<file path="config.mk">
export PLATFORM = sky130hd
export DESIGN_NAME = citaf_core
export DESIGN_NICKNAME = d
export VERILOG_FILES = /design/src/verilog/citaf_pkg.sv /design/src/verilog/citaf_core.sv
export SDC_FILE = /design/constraint.sdc
export NUM_CORES = 1
export LEC_CHECK = 0
export BUFFER_PORTS_ARGS = -buffer_cell sky130_fd_sc_hd__buf_2
export CAP_MARGIN = 25
export CELL_PAD_IN_SITES_DETAIL_PLACEMENT = 0
export CELL_PAD_IN_SITES_GLOBAL_PLACEMENT = 2
export CORE_MARGIN = 4
export CORE_UTILIZATION = 29
export DETAILED_ROUTE_END_ITERATION = 6
export GPL_TIMING_DRIVEN = 0
export HOLD_SLACK_MARGIN = 0.08
export MAX_ROUTING_LAYER = met4
export PLACE_DENSITY = 0.8
export SYNTH_ARGS = -nofsm -noshare
export SYNTH_HDL_FRONTEND = slang
export SYNTH_SLANG_ARGS = --single-unit
</file>
<file path="constraint.sdc">
create_clock -name clk_sys -period 1.85 [get_ports clk_sys]
set_input_delay 0.2775 -clock clk_sys [delete_from_list [all_inputs] [get_ports clk_sys]]
set_output_delay 0.2775 -clock clk_sys [all_outputs]
set_load 0.01 [all_outputs]
</file>
<file path="src/verilog/citaf_pkg.sv">
// Package for the CAN interrupt, transmit abort and acceptance filter block
package citaf_pkg;
  // Register byte offsets
  localparam logic [7:0] OFF_RX_IRQ_ENABLE   = 8'h00;
  localparam logic [7:0] OFF_TX_FLAGS        = 8'h04;
  localparam logic [7:0] OFF_TX_CONTROL      = 8'h08;
  localparam logic [7:0] OFF_ACCEPT_CONTROL  = 8'h0c;
  localparam logic [7:0] OFF_RX_ERROR_COUNT  = 8'h10;
  localparam logic [7:0] OFF_TX_ERROR_COUNT  = 8'h14;
  localparam logic [7:0] OFF_ACCEPT_CODE_0   = 8'h20;
  localparam logic [7:0] OFF_ACCEPT_MASK_0   = 8'h30;
  localparam logic [7:0] OFF_MODULE_STATUS   = 8'h40;
  // Reset values
  localparam logic [7:0] RST_RX_IRQ_ENABLE   = 8'h00;
  localparam logic [2:0] RST_TX_EMPTY        = 3'h7;
  localparam logic [7:0] RST_BYTE            = 8'h00;
  // Field positions
  localparam int POS_TXE_IE    = 0;
  localparam int POS_ABORT_REQUEST     = 4;
  localparam int POS_TXE       = 0;
  localparam int POS_ABORT_ACK     = 4;
  localparam int POS_LAYOUT    = 4;
  localparam int POS_HIT       = 0;
  localparam logic [1:0] RESP_OKAY   = 2'b00;
  localparam logic [1:0] RESP_SLVERR = 2'b10;

  // Acceptance layouts
  typedef enum logic [1:0] {
    CITAF_ONE32  = 2'd0,
    CITAF_TWO16  = 2'd1,
    CITAF_FOUR8  = 2'd2,
    CITAF_CLOSED = 2'd3
  } citaf_layout_t;

  // Receive status flags: wakeup, error class, overrun and full
  typedef struct packed {
    logic wakeup;
    logic rxWarning;
    logic txWarning;
    logic rxPassive;
    logic txPassive;
    logic busoff;
    logic overrun;
    logic rxFull;
  } citaf_rxflags_t;

  // Transmit engine result per buffer
  typedef struct packed {
    logic [2:0] sent;
    logic [2:0] abortable;
  } citaf_txstat_t;
endpackage : citaf_pkg

</file>
<file path="src/verilog/citaf_core.sv">
// CAN interrupt enables, transmit abort handshake, acceptance filter, AXI4-Lite slave
//
// Added by the designer: the AXI4-Lite register port and the address map.
`timescale 1ns/1ps
// Function
// Enables gate wakeup, error, receive interrupts
// Receive enables held reset during soft reset
// Abort acks read-only; empty flags write-one-clear
// Transmit flags reset and held in soft reset
// Empty flag set on send or abort
// Software loads buffer then clears empty flag
// Software avoids writing non-empty buffers
// Clear empty clears ack; set clears request
// Abort granted only if not started/failed
// CPU cannot clear abort request bits
// Software never clears empty and aborts together
// Empty enable gates per-buffer empty interrupt
// Transmit control held reset during soft reset
// Layout field selects filter split or closed
// Hit index updated on foreground copy
// Acceptance registers writable only in soft reset
// Error counters shown read-only
// Software reads counters only sleep/soft reset
// Every message buffered; only accepted signalled
// Extended uses four pairs, standard two
// Mask one ignores bit, zero must match
// Standard ids need low mask bits set
// Full flag blocks foreground exchange
// Error interrupt is OR of enabled flags
module citaf_core
(
  input  wire logic                    clk_sys,
  input  wire logic                    reset,
  input  wire logic [7:0]              s_axi_awaddr,
  input  wire logic                    s_axi_awvalid,
  output logic                         s_axi_awready,
  input  wire logic [31:0]             s_axi_wdata,
  input  wire logic [3:0]              s_axi_wstrb,
  input  wire logic                    s_axi_wvalid,
  output logic                         s_axi_wready,
  output logic [1:0]                   s_axi_bresp,
  output logic                         s_axi_bvalid,
  input  wire logic                    s_axi_bready,
  input  wire logic [7:0]              s_axi_araddr,
  input  wire logic                    s_axi_arvalid,
  output logic                         s_axi_arready,
  output logic [31:0]                  s_axi_rdata,
  output logic [1:0]                   s_axi_rresp,
  output logic                         s_axi_rvalid,
  input  wire logic                    s_axi_rready,
  input  wire logic                    soft_reset_request,
  input  wire citaf_pkg::citaf_rxflags_t rxFlags,
  input  wire logic [7:0]              rxErrorCount,
  input  wire logic [7:0]              txErrorCount,
  input  wire citaf_pkg::citaf_txstat_t txStat,
  input  wire logic                    bgValid,
  input  wire logic                    bgExtended,
  input  wire logic [31:0]             bgIdentifier,
  output logic                         fgLoad,
  output logic                         msgAccepted,
  output logic [2:0]                   abortRequest,
  output logic [2:0]                   txEmpty,
  output logic                         wakeupIrq,
  output logic                         errorIrq,
  output logic                         rxIrq,
  output logic                         txEmptyIrq
);
  logic [7:0]  rxIrqEnable;
  logic [2:0]  txEmptyIrqEn;
  logic [2:0]  abortAck;
  logic [1:0]  acceptLayout;
  logic [1:0]  filterHitIndex;
  logic [7:0]  acceptCode [4];
  logic [7:0]  acceptMask [4];
  logic        wrPend;
  logic [7:0]  wrAddr;
  logic        awHeld;
  logic        wHeld;
  logic [31:0] wData;
  logic [3:0]  wStrb;
  logic        wrFire;
  logic        wrHit;
  logic [31:0] next_rdata;
  logic        rdHit;
  logic [3:0]  matchByte;
  logic        accept;
  logic [1:0]  hit;
  logic [2:0]  abortGrant;
  logic [2:0] next_txEmpty;
  logic [2:0] clrTxe;
  logic [2:0] setAbtrq;

  // Byte compare with mask; a one in the mask makes the bit irrelevant
  function automatic logic byteMatch(input logic [7:0] id, input logic [7:0] code,
                                     input logic [7:0] mask);
    byteMatch = &((~(id ^ code)) | mask);
  endfunction : byteMatch

  function automatic logic isAddr(input logic [7:0] a, input logic [7:0] off);
    isAddr = (a == off);
  endfunction : isAddr

  // Write address and data may arrive in either order
  always_ff @(posedge clk_sys)
  begin
    if (reset)
    begin
      awHeld <= 1'b0;
      wHeld  <= 1'b0;
      wrAddr <= 8'h00;
      wData  <= 32'h0000_0000;
      wStrb  <= 4'h0;
    end
    else if (wrFire)
    begin
      awHeld <= 1'b0;
      wHeld  <= 1'b0;
    end
    else
    begin
      if (s_axi_awvalid && s_axi_awready)
      begin
        awHeld <= 1'b1;
        wrAddr <= s_axi_awaddr;
      end
      if (s_axi_wvalid && s_axi_wready)
      begin
        wHeld <= 1'b1;
        wData <= s_axi_wdata;
        wStrb <= s_axi_wstrb;
      end
    end
  end

  assign wrFire = awHeld && wHeld && !s_axi_bvalid;
  assign wrPend = wrFire && wStrb[0];

  // Ready outputs registered; each lane accepts one beat per write
  always_ff @(posedge clk_sys)
  begin
    if (reset)
    begin
      s_axi_awready <= 1'b0;
      s_axi_wready  <= 1'b0;
    end
    else
    begin
      s_axi_awready <= !awHeld && !(s_axi_awvalid && s_axi_awready) && !s_axi_bvalid;
      s_axi_wready  <= !wHeld && !(s_axi_wvalid && s_axi_wready) && !s_axi_bvalid;
    end
  end

  // Write decode; unmapped addresses answer SLVERR
  always_comb
  begin
    wrHit = isAddr(wrAddr, citaf_pkg::OFF_RX_IRQ_ENABLE) ||
            isAddr(wrAddr, citaf_pkg::OFF_TX_FLAGS) ||
            isAddr(wrAddr, citaf_pkg::OFF_TX_CONTROL) ||
            isAddr(wrAddr, citaf_pkg::OFF_ACCEPT_CONTROL) ||
            isAddr(wrAddr, citaf_pkg::OFF_RX_ERROR_COUNT) ||
            isAddr(wrAddr, citaf_pkg::OFF_TX_ERROR_COUNT) ||
            isAddr(wrAddr, citaf_pkg::OFF_MODULE_STATUS);
    for (int i = 0; i < 4; i++)
    begin
      if (isAddr(wrAddr, citaf_pkg::OFF_ACCEPT_CODE_0 + 8'(4 * i)) ||
          isAddr(wrAddr, citaf_pkg::OFF_ACCEPT_MASK_0 + 8'(4 * i)))
        wrHit = 1'b1;
    end
  end

  always_ff @(posedge clk_sys)
  begin
    if (reset)
    begin
      s_axi_bvalid <= 1'b0;
      s_axi_bresp  <= citaf_pkg::RESP_OKAY;
    end
    else if (wrFire)
    begin
      s_axi_bvalid <= 1'b1;
      s_axi_bresp  <= wrHit ? citaf_pkg::RESP_OKAY : citaf_pkg::RESP_SLVERR;
    end
    else if (s_axi_bready)
      s_axi_bvalid <= 1'b0;
  end

  // Receive interrupt enables, cleared while soft reset is requested
  always_ff @(posedge clk_sys)
  begin
    if (reset || soft_reset_request)
      rxIrqEnable <= citaf_pkg::RST_RX_IRQ_ENABLE;
    else if (wrPend && isAddr(wrAddr, citaf_pkg::OFF_RX_IRQ_ENABLE))
      rxIrqEnable <= wData[7:0];
  end

  // Transmit control: enables writable, abort requests set-only
  assign setAbtrq = (wrPend && isAddr(wrAddr, citaf_pkg::OFF_TX_CONTROL)) ?
                    wData[citaf_pkg::POS_ABORT_REQUEST +: 3] : 3'h0;
  assign clrTxe   = (wrPend && isAddr(wrAddr, citaf_pkg::OFF_TX_FLAGS)) ?
                    wData[citaf_pkg::POS_TXE +: 3] : 3'h0;

  always_ff @(posedge clk_sys)
  begin
    if (reset || soft_reset_request)
      txEmptyIrqEn <= 3'h0;
    else if (wrPend && isAddr(wrAddr, citaf_pkg::OFF_TX_CONTROL))
      txEmptyIrqEn <= wData[citaf_pkg::POS_TXE_IE +: 3];
  end

  // Grant only while the engine says the buffer may still be pulled back
  assign abortGrant = abortRequest & ~txEmpty & txStat.abortable;

  always_ff @(posedge clk_sys)
  begin
    if (reset || soft_reset_request)
      abortRequest <= 3'h0;
    else
      // Software can only set; the bit falls when the empty flag rises
      abortRequest <= (abortRequest | (setAbtrq & ~txEmpty)) & ~next_txEmpty;
  end

  // Empty flags: hardware set wins over the software clear
  assign next_txEmpty = (txEmpty & ~clrTxe) | txStat.sent | abortGrant;

  always_ff @(posedge clk_sys)
  begin
    if (reset || soft_reset_request)
      txEmpty <= citaf_pkg::RST_TX_EMPTY;
    else
      txEmpty <= next_txEmpty;
  end

  // Abort acknowledge: set on grant, cleared with the empty flag
  always_ff @(posedge clk_sys)
  begin
    if (reset || soft_reset_request)
      abortAck <= 3'h0;
    else
      abortAck <= (abortAck & ~(clrTxe & txEmpty)) | abortGrant;
  end

  // Acceptance control and filter setup, locked outside soft reset
  always_ff @(posedge clk_sys)
  begin
    if (reset)
      acceptLayout <= 2'h0;
    else if (wrPend && soft_reset_request &&
             isAddr(wrAddr, citaf_pkg::OFF_ACCEPT_CONTROL))
      acceptLayout <= wData[citaf_pkg::POS_LAYOUT +: 2];
  end

  generate
    for (genvar g = 0; g < 4; g++)
    begin : gFilter
      always_ff @(posedge clk_sys)
      begin
        if (reset)
        begin
          acceptCode[g] <= citaf_pkg::RST_BYTE;
          acceptMask[g] <= citaf_pkg::RST_BYTE;
        end
        else if (wrPend && soft_reset_request)
        begin
          if (isAddr(wrAddr, citaf_pkg::OFF_ACCEPT_CODE_0 + 8'(4 * g)))
            acceptCode[g] <= wData[7:0];
          if (isAddr(wrAddr, citaf_pkg::OFF_ACCEPT_MASK_0 + 8'(4 * g)))
            acceptMask[g] <= wData[7:0];
        end
      end
      // Identifier byte g lives in bits 31-8g downward
      assign matchByte[g] = byteMatch(bgIdentifier[31 - 8 * g -: 8],
                                      acceptCode[g], acceptMask[g]);
    end
  endgenerate

  // Filter decision and hit index by layout
  always_comb
  begin
    accept = 1'b0;
    hit    = 2'd0;
    unique case (citaf_pkg::citaf_layout_t'(acceptLayout))
      citaf_pkg::CITAF_ONE32:
        // Standard ids only use the first two pairs
        accept = matchByte[0] & matchByte[1] &
                 (~bgExtended | (matchByte[2] & matchByte[3]));
      citaf_pkg::CITAF_TWO16:
      begin
        // Two halves, checked in pairs; lowest hit wins
        if (matchByte[0] & matchByte[1])
          accept = 1'b1;
        else if (matchByte[2] & matchByte[3])
        begin
          accept = 1'b1;
          hit    = 2'd1;
        end
      end
      citaf_pkg::CITAF_FOUR8:
      begin
        for (int i = 3; i >= 0; i--)
        begin
          if (matchByte[i])
          begin
            accept = 1'b1;
            hit    = 2'(i);
          end
        end
      end
      citaf_pkg::CITAF_CLOSED:
        accept = 1'b0;
    endcase
  end

  // Foreground copy only for accepted messages and a free foreground buffer
  always_ff @(posedge clk_sys)
  begin
    if (reset)
    begin
      fgLoad         <= 1'b0;
      msgAccepted    <= 1'b0;
      filterHitIndex <= 2'd0;
    end
    else
    begin
      msgAccepted <= bgValid && accept;
      fgLoad      <= bgValid && accept && !rxFlags.rxFull && !fgLoad;
      if (bgValid && accept && !rxFlags.rxFull && !fgLoad)
        filterHitIndex <= hit;
    end
  end

  // Interrupt outputs, registered
  always_ff @(posedge clk_sys)
  begin
    if (reset)
    begin
      wakeupIrq  <= 1'b0;
      errorIrq   <= 1'b0;
      rxIrq      <= 1'b0;
      txEmptyIrq <= 1'b0;
    end
    else
    begin
      wakeupIrq  <= rxFlags.wakeup & rxIrqEnable[7];
      errorIrq   <= |(rxFlags[6:1] & rxIrqEnable[6:1]);
      rxIrq      <= rxFlags.rxFull & rxIrqEnable[0];
      txEmptyIrq <= |(txEmpty & txEmptyIrqEn);
    end
  end

  // Read channel; one read at a time
  always_comb
  begin
    next_rdata = 32'h0000_0000;
    rdHit      = 1'b1;
    unique case (s_axi_araddr)
      citaf_pkg::OFF_RX_IRQ_ENABLE:  next_rdata[7:0] = rxIrqEnable;
      citaf_pkg::OFF_TX_FLAGS:
        next_rdata[7:0] = {1'b0, abortAck, 1'b0, txEmpty};
      citaf_pkg::OFF_TX_CONTROL:
        next_rdata[7:0] = {1'b0, abortRequest, 1'b0, txEmptyIrqEn};
      citaf_pkg::OFF_ACCEPT_CONTROL:
        next_rdata[7:0] = {2'b00, acceptLayout, 2'b00, filterHitIndex};
      citaf_pkg::OFF_RX_ERROR_COUNT: next_rdata[7:0] = rxErrorCount;
      citaf_pkg::OFF_TX_ERROR_COUNT: next_rdata[7:0] = txErrorCount;
      citaf_pkg::OFF_MODULE_STATUS:  next_rdata[7:0] = rxFlags;
      default:
      begin
        rdHit = 1'b0;
        for (int i = 0; i < 4; i++)
        begin
          if (isAddr(s_axi_araddr, citaf_pkg::OFF_ACCEPT_CODE_0 + 8'(4 * i)))
          begin
            next_rdata[7:0] = acceptCode[i];
            rdHit = 1'b1;
          end
          if (isAddr(s_axi_araddr, citaf_pkg::OFF_ACCEPT_MASK_0 + 8'(4 * i)))
          begin
            next_rdata[7:0] = acceptMask[i];
            rdHit = 1'b1;
          end
        end
      end
    endcase
  end

  always_ff @(posedge clk_sys)
  begin
    if (reset)
    begin
      s_axi_arready <= 1'b0;
      s_axi_rvalid  <= 1'b0;
      s_axi_rdata   <= 32'h0000_0000;
      s_axi_rresp   <= citaf_pkg::RESP_OKAY;
    end
    else
    begin
      s_axi_arready <= !s_axi_rvalid && !(s_axi_arvalid && s_axi_arready);
      if (s_axi_arvalid && s_axi_arready)
      begin
        s_axi_rvalid <= 1'b1;
        s_axi_rdata  <= next_rdata;
        s_axi_rresp  <= rdHit ? citaf_pkg::RESP_OKAY : citaf_pkg::RESP_SLVERR;
      end
      else if (s_axi_rready)
        s_axi_rvalid <= 1'b0;
    end
  end

  // Checks
  a_rxen_softreset: assert property (@(posedge clk_sys) disable iff (reset)
    $past(soft_reset_request) |-> rxIrqEnable == 8'h00)
    else $error("receive enables not held in soft reset");
  a_txe_onlyclear: assert property (@(posedge clk_sys) disable iff (reset)
    $rose(txEmpty[1]) && !$past(soft_reset_request) |->
      $past(txStat.sent[1] | abortGrant[1]))
    else $error("empty flag rose without cause");
  a_ack_follows: assert property (@(posedge clk_sys) disable iff (reset)
    $fell(txEmpty[1]) && !$past(soft_reset_request) |-> !abortAck[1])
    else $error("abort ack survived empty clear");
  a_abort_request_drop: assert property (@(posedge clk_sys) disable iff (reset)
    txEmpty[1] |-> !abortRequest[1])
    else $error("abort request with empty flag set");
  a_abort_request_hold: assert property (@(posedge clk_sys) disable iff (reset || soft_reset_request)
    abortRequest[1] && !next_txEmpty[1] |=> abortRequest[1])
    else $error("abort request lost without empty flag");
  a_grant_cond: assert property (@(posedge clk_sys) disable iff (reset)
    $rose(abortAck[1]) |-> $past(txStat.abortable[1] && abortRequest[1]))
    else $error("abort granted while not abortable");
  a_txeirq_gate: assert property (@(posedge clk_sys) disable iff (reset)
    txEmptyIrq |-> $past(|(txEmpty & txEmptyIrqEn)))
    else $error("transmit empty interrupt without enabled flag");
  a_filter_closed: assert property (@(posedge clk_sys) disable iff (reset)
    acceptLayout == 2'd3 && $past(acceptLayout) == 2'd3 |=> !fgLoad)
    else $error("foreground reloaded with filter closed");
  a_full_blocks: assert property (@(posedge clk_sys) disable iff (reset)
    $past(rxFlags.rxFull) |-> !fgLoad)
    else $error("exchange while receive buffer full");
  a_accept_lock: assert property (@(posedge clk_sys) disable iff (reset)
    !$past(soft_reset_request) |-> $stable(acceptLayout))
    else $error("acceptance control changed outside soft reset");
  a_err_irq: assert property (@(posedge clk_sys) disable iff (reset)
    ##1 errorIrq == $past(|(rxFlags[6:1] & rxIrqEnable[6:1])))
    else $error("error interrupt does not follow enabled flags");
endmodule : citaf_core

</file>
==> flow_summary.ini <==
[hold_path]
min-delay-start = s_axi_awaddr[5]
worstHoldPathType = in2reg

[die]
ioPinCount = 177
coreArea_sq_um = 22000
fp.dieW_microns = 158
rows = 54
initial_core_util_pct = 29.7
die_y_microns = 158
die_area_sq_um = 24900

[routing]
vias_per_cell = 4.86
avgRoutedWirePerCell_microns = 18.8
wl_met2_microns = 10500
drc_errors = 0
first_pass_iters = 5
highest_layer = met4
vias = 5574
final_antenna_net_count = 0
drt-met1-wl_microns = 9770
drt-total-wl_microns = 21600
drtIter0Drc = 374
route.met3.wl_microns = 1040

[sta]
hold_viol_final = 0
layout_min_cycle_time_ns = 2.13
drv_slew = 0
whs_ns = 0.0906
setup_viol = 4
fin_skew_ns = 0.00863
setup_ws_ns = -0.277
worst_pin_slew_ns = 0.783
rsz0062_at_grt = true
fin_crit_sh_pct = 115
fmax_ghz = 0.470
relSlewSlack_pct = 47.8

[placed_design]
dp_cells = 1087
gp_congestion = 0.830
place_hpwl_microns = 16100
io_buffers = 123

[power]
clock_power_share_pct = 45.8
switching_share_pct = 23.9
p_int_mw = 5.49
p_switching_mw = 1.73
p_leak_nw = 3.59
p_comb_share_pct = 10.4
power.density_nw_per_um2 = 807
peakVddDrop_v = 0.000503
p_seq_share_pct = 43.8

[final_layout]
multi_input_area_sq_um = 3590
register_area_sq_um = 3210
diodes = 0
stdcell_count = 1147
layout.nets = 982
fillCellCount = 2141
final_layout_size_suffix_gt1_share_pct = 34.8
area_delta_synth_final_pct = 37.3

[clock_network]
cts_buffers = 17
clock_path_buffers = 2
clk_pin_slew_ns = 0.06
clock_sinks = 128
cts_tree = yes
cts_root_buf = clkbuf_16
cts_max_level = 4
clkLatencyLatePin_ns = 0.42

[worst_setup_path]
required_ns = 2.15
end_kind = register
rr_startpoint = acceptCode[3][0]$_SDFFCE_PN0P_
cp_max_fo = 5
arrival_ns = 2.43
crit_type = reg2reg
crit_start = acceptCode[3][0]$_SDFFCE_PN0P_
critPathLaunchType = register

[yosys]
synth_cell_types = 58
synth_seq_cells = 128
synth-main-ff-cell = edfxtp_1
synth_compound_area_share_pct = 14.1
synth-simple-area-share_pct = 21.7
synthMuxAreaShare_pct = 4.80
synth_top_area_share_pct = 29.5
synthArstFlopShare_pct = 0
synth_top_family_by_area = simple AND/OR/NAND/NOR gates
synthAdderAreaFrac_pct = 0.576
synth_area_leader_cell = edfxtp_1
yosysWarnings = 0
synth_xor_xnor_area_share_pct = 4.30
synthTopCellsByArea = edfxtp_1 (30%), dfxtp_1 (20%), and2_1 (6.7%)
syn_area_sq_um = 6510
ys_seq_area_share_pct = 49.2
synth_edf_count = 64
syn_avg_cell_area_sq_um = 9.88
syn_inst = 659

[grt]
grt_usage_pct = 17.5
antenna_found_initial = 0
first_global_vias = 5380
grt_max_degree = 17
overflow = 0
grt_first_pass_wirelength_microns = 31500

[outcome]
status = complete, but fails checks
violations = setup timing

[job]
drv_cap = 0
-- layout make-up --
| cell class | instances | share of cell area [%] |
|---|---|---|
| Multi-Input combinational cell | 497 | 40.2 |
| Clock inverter | 2 | 0.126 |
| Inverter | 9 | 0.378 |
| Timing Repair Buffer | 154 | 9.61 |
| Clock buffer | 29 | 6.42 |
| Sequential cell | 128 | 35.9 |
| Buffer | 48 | 3.54 |
| Tap cell | 280 | 3.92 |
-- logic make-up after synthesis --
family / count (synthesis)
adders and majority gates: 3
muxes: 31
DFF: 128
and+or+nand+nor: 270
AOI/OAI and AO/OA: 135
other: 1
buffers and inverters: 59
xor gates and xnor gates: 32
-- per-layer routing --
layer	global-route usage (%)	vias up
met5	-	-
met4	5.33	0
met3	3.01	22
met2	27.7	148
met1	23.1	2657
li1	-	2747
-- placed cells by master, fill, tap and decap left out, types with 10 or more instances in the layout --
cell / count
buf_2: 124
nand2_1: 28
clkbuf_16: 20
xnor2_1: 27
edfxtp_1: 64
o22ai_1: 10
a22oi_1: 10
nor2_4: 12
buf_4: 54
nor2_1: 76
a31oi_1: 14
and2_1: 68
conb_1: 26
o22ai_2: 14
dfxtp_1: 60
a21oi_1: 23
clkbuf_1: 16
mux2i_1: 29
-- metrics by stage --
| step | power (mW) | utilization (%) | area [sq um] | setup WS, ns | TNS [ns] |
|---|---|---|---|---|---|
| after floorplan | 3.55 | - | 6640 | -0.0409 | -0.304 |
| after global placement | 3.84 | 34.6 | 7600 | -0.730 | -52.54 |
| after detailed placement | 3.84 | 34.6 | 7600 | -0.743 | -57.13 |
| after CTS | 7.19 | 39.1 | 8590 | -0.355 | -0.876 |
| after global routing | 7.45 | 40.7 | 8950 | -0.431 | -2.04 |
| final | 7.22 | 40.7 | 8950 | -0.277 | -0.792 |
-- power groups by stage --
stage / clock network, mW / logic (mW) / registers (mW)
floorplan: 0 / 0.360 / 3.19
global placement: 0 / 0.639 / 3.20
detailed placement: 0 / 0.640 / 3.20
CTS: 3.34 / 0.703 / 3.15
global route: 3.46 / 0.813 / 3.18
finish: 3.31 / 0.748 / 3.17
-- state kept, by name, indices dropped and copies added (netlist names), 2 cells and up --
name            cells
acceptCode         32
txEmptyIrqEn        3
wrAddr              8
s_axi_rdata         8
wData               8
txEmpty             3
acceptMask         32
filterHitIndex      2
abortAck            3
rxIrqEnable         8
abortRequest        3
acceptLayout        2
-- worst max-delay path, stage by stage, from the launching register on --
cell      delay [ns]
edfxtp_1        0.42
xnor2_2         0.19
o22ai_2         0.11
nor4_4          0.41
buf_4           0.18
o41ai_2         0.07
o211ai_1        0.13
nand4_1         0.17
mux2_1          0.33
-- what timing repair did --
action / in CTS / in global routing
buffers inserted: 16 / 13
pin swaps: 18 / 35
resized for setup: 53 / 65
hold buffers: 3 / 0
endpoints found under the setup margin: 160 / 134
hold endpoints to repair: 3 / 0
-- path summary, 6_finish.rpt --
path	to	slack, ns	cells after the start
max	filterHitIndex[1]$_SDFFE_PP0P_	-0.28	8
min	wrAddr[5]$_SDFFE_PP0P_	0.09	3
max reg2reg	filterHitIndex[1]$_SDFFE_PP0P_	-0.28	8
min reg2reg	rxIrq$_SDFF_PP0_	0.45	2
-- cell usage after synthesis, types with 3 or more instances --
| library cell | number |
|---|---|
| nor2_1 | 94 |
| and2_1 | 70 |
| dfxtp_1 | 64 |
| edfxtp_1 | 64 |
| nand2_1 | 32 |
| xnor2_1 | 32 |
| mux2i_1 | 29 |
| buf_4 | 28 |
| a21oi_1 | 24 |
| o22ai_1 | 24 |
| clkbuf_1 | 16 |
| a31oi_1 | 15 |
| a22oi_1 | 10 |
| nor3_1 | 10 |
| nor4_1 | 10 |
| inv_1 | 9 |
| nand3_1 | 9 |
| o21ai_0 | 9 |
| a221o_1 | 7 |
| o21ai_1 | 7 |
| a222oi_1 | 6 |
| and3_1 | 6 |
| nand2b_1 | 6 |
| a211oi_1 | 5 |
| a21o_1 | 5 |
| nor2b_1 | 5 |
| a221oi_1 | 4 |
| a22o_1 | 4 |
| nand4_1 | 4 |
| o21bai_1 | 4 |
| or3_1 | 4 |
| a2111oi_0 | 3 |
| ha_1 | 3 |
| nor2_2 | 3 |
| nor3b_1 | 3 |
No activity file was read; power rests on OpenSTA's default activity.
